**src/core/soft_reset_map.svh**
```systemverilog
// register offsets, field positions and reset values of the soft reset control bank
`ifndef SOFT_RESET_MAP_SVH
`define SOFT_RESET_MAP_SVH

// system-control block placement
`define SYSCTL_BASE_ADDR      32'h400F_E000
`define SYSCTL_BASE_HI        20'h400FE
`define SYSCTL_OFFSET_W       12

// register byte offsets inside the block
`define OFS_SOFT_RESET_TWO    12'h048
`define OFS_CAPABILITY_VIEW   12'h050
`define OFS_RESET_STATUS      12'h054

// reset values
`define RST_SOFT_RESET_TWO    32'h0000_0000
`define RST_RESET_STATUS      32'h0000_0000

// field positions of the reset control register
`define BIT_ETHER_PHY         30
`define BIT_ETHER_MAC         28
`define BIT_PORT_G            6
`define BIT_PORT_F            5
`define BIT_PORT_E            4
`define BIT_PORT_D            3
`define BIT_PORT_C            2
`define BIT_PORT_B            1
`define BIT_PORT_A            0

// writable bits: 30, 28 and 6:0, all others read zero
`define WRITABLE_MASK         32'h5000_007F

// status register: sticky flag for a write blocked by the capability mask
`define BIT_BLOCKED_WRITE     16

`endif

```
**src/core/soft_reset_pkg.sv**
```systemverilog
// types and helper functions shared by the soft reset control bank
package soft_reset_pkg;

	// register selected by the current bus address
	typedef enum logic [1:0] {
		SEL_NONE   = 2'h0,
		SEL_CTRL   = 2'h1,
		SEL_STATUS = 2'h3,
		SEL_CAP    = 2'h2
	} reg_sel_e;

	typedef logic [31:0] word_t;

	// expand four byte strobes into a 32-bit lane mask
	function automatic word_t lane_mask(input logic [3:0] strb);
		word_t m;
		m = 32'h0000_0000;
		for (int i = 0; i < 4; i++) begin
			m[i*8 +: 8] = {8{strb[i]}};
		end
		return m;
	endfunction

	// merge write data into a register under a bit mask
	function automatic word_t masked_merge(input word_t old_v, input word_t new_v,
	                                       input word_t mask);
		return (old_v & ~mask) | (new_v & mask);
	endfunction

endpackage

```
**src/core/capability_latch.sv**
```systemverilog
// captures the device capability word while system reset is asserted
`timescale 1ns/1ps
module capability_latch
	import soft_reset_pkg::*;
#(
	parameter int WIDTH = 32
) (
	input  wire logic             ref_clk_i,
	input  wire logic             rst_i,
	input  wire logic [WIDTH-1:0] capability_i,
	output logic      [WIDTH-1:0] capability_o
);

	// sampled on every rising clock edge during reset, frozen afterwards
	always_ff @(posedge ref_clk_i) begin
		if (rst_i) begin
			capability_o <= capability_i;
		end
	end

endmodule

```
**src/core/reset_drive_stage.sv**
```systemverilog
// registers the per-peripheral reset requests onto the reset outputs
`timescale 1ns/1ps
module reset_drive_stage
	import soft_reset_pkg::*;
#(
	parameter int WIDTH = 9
) (
	input  wire logic             ref_clk_i,
	input  wire logic             rst_i,
	input  wire logic [WIDTH-1:0] hold_req_i,
	output logic      [WIDTH-1:0] hold_o
);

	// glitch-free reset lines, all released during system reset
	always_ff @(posedge ref_clk_i) begin
		if (rst_i) begin
			hold_o <= '0;
		end else begin
			hold_o <= hold_req_i;
		end
	end

endmodule

```
**src/core/soft_reset_control_bank_two.sv**
```systemverilog
// soft reset control bank two: APB register and peripheral reset outputs
//
// Function
// register sits at offset 0x048 from block base 0x400FE000, 32 bits wide.
// writes are masked by capability word four; absent peripherals never update.
// register is read-write and resets to 0x00000000.
// bit 30 drives the reset of Ethernet PHY unit 0.
// bit 28 drives the reset of Ethernet MAC unit 0.
// bits 6 to 0 reset ports G down to A, bit 0 is port A.
// bits 31, 29, 27:7 read zero; software preserves them on updates.
// a bit at one holds its peripheral in reset; zero releases it.
`include "soft_reset_map.svh"
`timescale 1ns/1ps
module soft_reset_control_bank_two
	import soft_reset_pkg::*;
(
	input  wire logic        ref_clk_i,
	input  wire logic        rst_i,
	// APB slave
	input  wire logic [31:0] paddr_i,
	input  wire logic        psel_i,
	input  wire logic        penable_i,
	input  wire logic        pwrite_i,
	input  wire logic [31:0] pwdata_i,
	input  wire logic [3:0]  pstrb_i,
	output logic      [31:0] prdata_o,
	output logic             pready_o,
	output logic             pslverr_o,
	// device capability word four
	input  wire logic [31:0] capability_mask_four_i,
	// peripheral reset outputs, active high
	output logic             ether_phy_reset_o,
	output logic             ether_mac_reset_o,
	output logic             port_a_reset_o,
	output logic             port_b_reset_o,
	output logic             port_c_reset_o,
	output logic             port_d_reset_o,
	output logic             port_e_reset_o,
	output logic             port_f_reset_o,
	output logic             port_g_reset_o
);

	localparam int N_PERIPH = 9;

	word_t                soft_reset_ctrl_two;
	word_t                next_soft_reset_ctrl_two;
	word_t                capability_mask_four;
	word_t                write_mask;
	word_t                blocked_bits;
	word_t                read_value;
	word_t                status_word;
	logic                 blocked_write;
	logic                 next_blocked_write;
	logic                 blocked_clear;
	logic                 base_hit;
	reg_sel_e             sel;
	logic                 setup_phase;
	logic                 access_phase;
	logic                 ctrl_write;
	logic                 status_write;
	logic                 bad_access;
	logic [N_PERIPH-1:0]  hold_req;
	logic [N_PERIPH-1:0]  hold;

	// capability word caught during system reset
	capability_latch #(
		.WIDTH(32)
	) u_cap (
		.ref_clk_i    (ref_clk_i),
		.rst_i        (rst_i),
		.capability_i (capability_mask_four_i),
		.capability_o (capability_mask_four)
	);

	// bus phases
	assign setup_phase  = psel_i & ~penable_i;
	assign access_phase = psel_i & penable_i;

	// zero wait state: every access completes in its first access cycle
	assign pready_o = access_phase;

	// block base and register decode
	assign base_hit = (paddr_i[31:`SYSCTL_OFFSET_W] == `SYSCTL_BASE_HI);

	always_comb begin
		sel = SEL_NONE;
		if (base_hit && (paddr_i[1:0] == 2'h0)) begin
			case (paddr_i[`SYSCTL_OFFSET_W-1:0])
				`OFS_SOFT_RESET_TWO:  sel = SEL_CTRL;
				`OFS_CAPABILITY_VIEW: sel = SEL_CAP;
				`OFS_RESET_STATUS:    sel = SEL_STATUS;
				default:              sel = SEL_NONE;
			endcase
		end
	end

	// unmapped address, or write to the read-only capability view
	assign bad_access = (sel == SEL_NONE) || ((sel == SEL_CAP) && pwrite_i);

	// write strobes, taken at the access edge only
	assign ctrl_write   = access_phase & pwrite_i & (sel == SEL_CTRL);
	assign status_write = access_phase & pwrite_i & (sel == SEL_STATUS);

	// bits that may change: byte lanes, writable field and capability
	assign write_mask = lane_mask(pstrb_i) & `WRITABLE_MASK & capability_mask_four;

	// bits software tried to set that the capability mask blocked
	assign blocked_bits = lane_mask(pstrb_i) & `WRITABLE_MASK & ~capability_mask_four
	                      & pwdata_i;

	// next value of the reset control register
	always_comb begin
		next_soft_reset_ctrl_two = soft_reset_ctrl_two;
		if (ctrl_write) begin
			next_soft_reset_ctrl_two = masked_merge(soft_reset_ctrl_two, pwdata_i,
			                                        write_mask);
		end
	end

	// reset control register
	always_ff @(posedge ref_clk_i) begin
		if (rst_i) begin
			soft_reset_ctrl_two <= `RST_SOFT_RESET_TWO;
		end else begin
			soft_reset_ctrl_two <= next_soft_reset_ctrl_two & `WRITABLE_MASK;
		end
	end

	// write-one-to-clear of the blocked-write flag
	assign blocked_clear = status_write & pstrb_i[2] & pwdata_i[`BIT_BLOCKED_WRITE];

	// sticky flag: a new blocked write wins over a clear in the same cycle
	always_comb begin
		next_blocked_write = blocked_write;
		if (blocked_clear) begin
			next_blocked_write = 1'b0;
		end
		if (ctrl_write && (blocked_bits != 32'h0000_0000)) begin
			next_blocked_write = 1'b1;
		end
	end

	always_ff @(posedge ref_clk_i) begin
		if (rst_i) begin
			blocked_write <= 1'b0;
		end else begin
			blocked_write <= next_blocked_write;
		end
	end

	// gather the request bits of every peripheral
	assign hold_req = {
		soft_reset_ctrl_two[`BIT_ETHER_PHY],
		soft_reset_ctrl_two[`BIT_ETHER_MAC],
		soft_reset_ctrl_two[`BIT_PORT_G:`BIT_PORT_A]
	};

	// registered reset lines toward the peripherals
	reset_drive_stage #(
		.WIDTH(N_PERIPH)
	) u_drive (
		.ref_clk_i  (ref_clk_i),
		.rst_i      (rst_i),
		.hold_req_i (hold_req),
		.hold_o     (hold)
	);

	// reset outputs follow the register one cycle later
	assign ether_phy_reset_o = hold[8];
	assign ether_mac_reset_o = hold[7];
	assign port_g_reset_o    = hold[6];
	assign port_f_reset_o    = hold[5];
	assign port_e_reset_o    = hold[4];
	assign port_d_reset_o    = hold[3];
	assign port_c_reset_o    = hold[2];
	assign port_b_reset_o    = hold[1];
	assign port_a_reset_o    = hold[0];

	// status word: peripherals really held in reset, plus blocked flag
	always_comb begin
		status_word = `RST_RESET_STATUS;
		status_word[`BIT_ETHER_PHY] = hold[8];
		status_word[`BIT_ETHER_MAC] = hold[7];
		status_word[`BIT_PORT_G:`BIT_PORT_A] = hold[6:0];
		status_word[`BIT_BLOCKED_WRITE] = blocked_write;
	end

	// read multiplexer, unused bits read zero
	always_comb begin
		case (sel)
			SEL_CTRL:   read_value = soft_reset_ctrl_two & `WRITABLE_MASK;
			SEL_CAP:    read_value = capability_mask_four;
			SEL_STATUS: read_value = status_word;
			default:    read_value = 32'h0000_0000;
		endcase
	end

	// read data and error captured in the setup cycle, held in access
	always_ff @(posedge ref_clk_i) begin
		if (rst_i) begin
			prdata_o  <= 32'h0000_0000;
		end else if (setup_phase) begin
			prdata_o  <= pwrite_i ? 32'h0000_0000 : read_value;
		end
	end

	always_ff @(posedge ref_clk_i) begin
		if (rst_i) begin
			pslverr_o <= 1'b0;
		end else if (setup_phase) begin
			pslverr_o <= bad_access;
		end else if (!psel_i) begin
			pslverr_o <= 1'b0;
		end
	end

endmodule

```
**config.mk**
```make
export PLATFORM = sky130hd
export DESIGN_NAME = soft_reset_control_bank_two
export DESIGN_NICKNAME = d
export VERILOG_FILES = /design/src/core/soft_reset_pkg.sv /design/src/core/capability_latch.sv /design/src/core/reset_drive_stage.sv /design/src/core/soft_reset_control_bank_two.sv
export VERILOG_INCLUDE_DIRS = /design/src /design/src/core
export SDC_FILE = /design/constraint.sdc
export NUM_CORES = 1
export LEC_CHECK = 0
export BUFFER_PORTS_ARGS = -buffer_cell sky130_fd_sc_hd__buf_2
export CAP_MARGIN = 20
export CORE_MARGIN = 2
export CORE_UTILIZATION = 35
export CTS_BUF_LIST = sky130_fd_sc_hd__clkbuf_8
export CTS_CLUSTER_DIAMETER = 40
export DETAILED_ROUTE_END_ITERATION = 8
export GPL_ROUTABILITY_DRIVEN = 0
export SLEW_MARGIN = 20
export SYNTH_ARGS = -nofsm -noshare
export SYNTH_HDL_FRONTEND = slang
export SYNTH_SLANG_ARGS = --single-unit
```
**constraint.sdc**
```tcl
create_clock -name ref_clk_i -period 2.8 [get_ports ref_clk_i]
set_clock_uncertainty 0.05 [all_clocks]
set_input_delay 0.56 -clock ref_clk_i [delete_from_list [all_inputs] [get_ports ref_clk_i]]
set_output_delay 0.56 -clock ref_clk_i [all_outputs]
set_load 0.01 [all_outputs]
```
---- After elaboration in Yosys (flattened, before gate mapping) ----
Index checks and enable logic that the tools add are counted.
storage, ports and cells
  bits in registers ....................... 107
  output and inout bits ................... 43
  logic and storage cells ................. 47
operators by class
  equality and inequality tests ........... 8
  mux-type cells .......................... 8
  bitwise gates (word level) .............. 16
  reductions and logical operators ........ 8
operators by type and width
  cell                                                                     number
  32-bit AND                                                               3
  32-bit one-hot mux with 3 select lines                                   1
  31-bit by 32-bit AND with 32-bit output                                  2
  32-bit NOT                                                               2
  12-bit by 7-bit equality test with 1-bit output, second input constant   3
  32-bit two-way mux                                                       1
  32-bit OR                                                                1
  32-bit nonzero test                                                      1
  20-bit by 19-bit equality test with 1-bit output, second input constant  1
  1-bit AND                                                                7
  2-bit one-hot mux with 3 select lines                                    1
  2-bit equality test, second input constant                               2
  2-bit zero test                                                          2
  1-bit two-way mux                                                        4
  1-bit logical AND                                                        3
  2-bit by 1-bit equality test with 1-bit output, second input constant    1
  2-bit two-way mux                                                        1
  2-bit by 1-bit != test with 1-bit output, second input constant          1
  2-bit nonzero test                                                       1
  1-bit logical OR                                                         1
  1-bit NOT                                                                1

---- Depth between registers and ports, before layout ----
  depth after elaboration ................. 9
  gate-level depth with buffers ........... 6
  mapped depth without buffers ............ 5

---- Hierarchy ----
From an unflattened synthesis, not the netlist that was laid out.
second synthesis, totals
  cells, all modules ...................... 315
  area, all modules ....................... 3343.2 um^2
modules (own cells, without submodules)
  module                       instances  cells each  area an instance (um^2)  seq. area each (um^2)
  soft_reset_control_bank_two  1          265         2145.8                   860.8
  capability_latch             1          32          960.9                    960.9
  reset_drive_stage            1          18          236.5                    180.2

---- Worst setup path after synthesis ----
No wires, ideal clock.
  path type ............................... in2reg
  start ................................... input port paddr_i[7]
  end ..................................... register with a tool-made name
  library setup time ...................... 0.123 ns
  data arrival time ....................... 2.186 ns
  path slack .............................. 0.440 ns
  cell stages on the path ................. 6
  path through ............................ or4b_1 -> or4_1 -> nor3_2 -> buf_6 -> nand4_1 -> mux2_1
RTL lines
  what                RTL line                           source
  start: declaration  soft_reset_control_bank_two.sv:20  input wire logic [31:0] paddr_i,

==> metrics.md <==
| Metric | Value |
|---|---|
| Mapped Area | `about 3100 sq um` |
| CP startpoint kind | `input pin` |
| Post-layout nets | `479` |
| Core Area | `8680 sq um` |
| WL/cell | `approximately 16 microns` |
| Seq/Total Area, Yosys | `0.645` |
| Drt first-iter violations | `between 70 and 80` |
| DIE HEIGHT | `98.2 microns` |
| Final std cells w/o fill | `487` |
| Number of warnings issued by yosys | `0` |
| Main area contributors after synthesis | `dfxtp_1, edfxtp_1, a22o_1, mux2_1, mux2i_1` |
| Clock Tree Buf Depth | `2` |
| Setup tns final | `0 ns` |
| Status | `completed` |
| Final min period | `2.28 ns` |
| Die width | `about 100 microns` |
| Vias | `between 2000 and 2500` |
| Critical path arrival | `roughly 2.5 ns` |
| Syn Area/Cell | `12.6 sq um` |
| Least-Margin Pin Slew | `0.904 ns` |
| Port bufs | `124` |
| GRT overflow | `0` |
| Post-DP HPWL | `5380 microns` |
| EDFF count, synth | `32` |
| Crit path kind | `in2reg` |
| GRT Max-Usage Layer | `met2` |
| Vias in the first global route | `2459` |
| Reg power frac | `0.568` |
| Max cap viols | `0` |
| Buf/Inv on CP | `2` |
| Achievable Freq | `439 MHz` |
| Yosys cell types | `35` |
| Crit-path max FO | `11` |
| Max-slew headroom | `0.396` |
| End-of-flow core utilization | `0.469` |
| Final Setup Violations | `0` |
| CP delay by family, top | `simple AND/OR/NAND/NOR gates` |
| Peak supply drop | `about 340 uV` |
| Area fraction of the dominant cell type after synthesis | `0.335` |
| Post-CTS sizing | `0` |
| Via density | `4.92` |
| Final period utilization | `0.814` |
| Area delta synth->final | `31.2%` |
| GRT met1 Usage | `0.194` |
| Worst path slowest cell | `or4b_1` |
| M3 GR Usage | `0.0351` |
| TritonRoute pass-1 iters | `4` |
| CP required | `slightly below 3 ns` |
| CTS tree | `built` |
| Final Max Slew Viols | `0` |
| RSZ-0062 raised after global routing | `no` |
| Placed insts | `between 400 and 500` |
| Initial core utilization | `0.358` |
| Postcts setup bufs | `0` |
| Total Wirelength | `7550 microns` |
| Place WS | `0.171 ns` |
| GR Layer Usage met2 | `0.282` |
| Largest net degree at the start of global routing | `37` |
| FF+latch count, synth | `between 80 and 90` |
| Diodes inserted | `0` |
| # rows | `34` |
| Total global-route track usage | `0.160` |
| Crit-path cells | `buf_2 -> or4b_1 -> or4_1 -> nor3_2 -> buf_4 -> nand4_1 -> mux2_1` |
| Yosys top cell by area | `dfxtp_1` |
| Clk_lat worst skew | `0.34 ns` |
| Hold crit path type | `in2reg` |
| Sw Share | `0.232` |
| P_sw | `between 0.0005 and 0.0006 W` |
| P_leak | `1.87 nW` |
| Delay of the slowest critical-path stage | `0.53 ns` |
| Cells after Synth | `247` |
| Syn nets | `between 300 and 400` |
| Residual DRC count | `0` |
| R2R Setup Slk | `1.40 ns` |
| CP Capture Type | `flop` |
| Async SR Flop Fraction | `0` |
| CTS Buf Count | `9` |
| Clock sink count | `84` |
| H-tree depth | `3` |
| Comb pwr share | `0.059` |
| DRT antenna net count | `0` |
| Internal power | `approximately 0.0018 W` |
| CTS clk-pin slew, worst paths | `about 0.09 ns` |
| PwrDens | `572 nW/um^2` |
| Root buffer cell | `clkbuf_8` |
| Overall Power | `0.00233 W` |
| Global-route wire length before repair | `between 10000 and 15000 microns` |
| Antenna violations before repair | `0` |
| Share of cells above drive strength 1 | `0.404` |
| Top_reg_cell synth | `dfxtp_1` |
| Final critical-path setup slack | `approximately 0.52 ns` |
| Post-CTS Hold Buffers | `0` |
| Hold Vio Cnt, Final | `0` |
| Die area | `9640 sq um` |
| Ports | `148` |
| Clock power share | `0.372` |
layer usage:
layer  part of all wire  up-vias
li1                   -     1173
met1               0.43     1128
met2               0.50       86
met3              0.058        8
met4              0.014        0
met5                  0        -
Yosys cell counts, types with 2 or more instances:
| cell | n |
|---|---|
| a21oi_1 | 3 |
| a22o_1 | 32 |
| buf_2 | 4 |
| clkbuf_1 | 9 |
| dfxtp_1 | 52 |
| edfxtp_1 | 32 |
| inv_1 | 12 |
| mux2_1 | 9 |
| mux2i_1 | 10 |
| nand2_1 | 13 |
| nand2b_1 | 4 |
| nand4_1 | 10 |
| nor2_1 | 12 |
| nor2b_1 | 10 |
| nor3_1 | 2 |
| nor4_1 | 2 |
| nor4b_1 | 2 |
| nor4bb_1 | 2 |
| o21ai_0 | 9 |
| o22ai_1 | 3 |
stage by stage:
stage,area (sq um),hold slack (ns)
3_3_place_gp,3870,0.388
4_1_cts,4070,0.309
6_report,4070,0.332
3_5_place_dp,3870,0.394
5_1_grt,4070,0.298
2_1_floorplan,3100,0.386
cells in the final DEF, fill, tap and decap left out, types with 2 or more instances in the layout:
| cell | n |
|---|---|
| a21oi_1 | 2 |
| nor2b_1 | 10 |
| clkinv_2 | 2 |
| nor3_1 | 2 |
| mux2_1 | 9 |
| nor2_1 | 12 |
| nor4b_1 | 2 |
| clkbuf_8 | 9 |
| inv_1 | 12 |
| nand4_1 | 10 |
| o21ai_0 | 9 |
| edfxtp_1 | 32 |
| buf_4 | 6 |
| mux2i_1 | 10 |
| a22o_1 | 32 |
| inv_6 | 2 |
| dfxtp_1 | 52 |
| nor4bb_1 | 2 |
| buf_2 | 124 |
| o22ai_1 | 3 |
| nand2b_1 | 4 |
| nand2_1 | 13 |
cells by family (layout without fill, tap and decap cells):
| kind of cell | after synthesis | after routing | share of synthesized area |
|---|---|---|---|
| and+or+nand+nor | 66 | 66 | 0.126 |
| muxes | 19 | 19 | 0.0649 |
| AOI/OAI and AO/OA | 51 | 51 | 0.127 |
| DFF | 84 | 84 | 0.645 |
| buffers and inverters | 27 | 159 | 0.0367 |
final cells by class:
type                            instances  area, sq um
Inverter                               12         45.0
Tap cell                              108          135
Sequential cell                        84         2000
Clock buffer                            9          124
Clock inverter                          7         73.8
Timing Repair Buffer                  131          686
Fill cell                             841         4610
Multi-Input combinational cell        136         1010
worst reg2reg max path: cells and delay by family, from the launching register on:
kind | cells | cell delay (ns)
flip-flops | 1 | 0.37
AO/OA/AOI/OAI | 3 | 0.66
AND/OR/NAND/NOR | 2 | 0.23
power groups by stage:
stage | clock network [W] | logic, W | registers (W)
global route | 0.000960 | 0.000155 | 0.00133
global placement | 0 | 0.000138 | 0.00135
floorplan | 0 | 0.0000517 | 0.00135
detailed placement | 0 | 0.000140 | 0.00135
CTS | 0.000899 | 0.000141 | 0.00132
finish | 0.000868 | 0.000138 | 0.00132
worst paths after layout:
check / startpoint / to / cells past startpoint
worst min register to register: u_cap.capability_o[14]$_DFFE_PP_ / prdata_o[14]$_SDFFE_PP0P_ / 1
worst min-delay path: capability_mask_four_i[22] / u_cap.capability_o[22]$_DFFE_PP_ / 1
worst max register to register: u_cap.capability_o[4]$_DFFE_PP_ / blocked_write$_SDFFE_PP0P_ / 5
worst max-delay path: paddr_i[7] / flop / 7
Power figures use the tool's default switching activity.
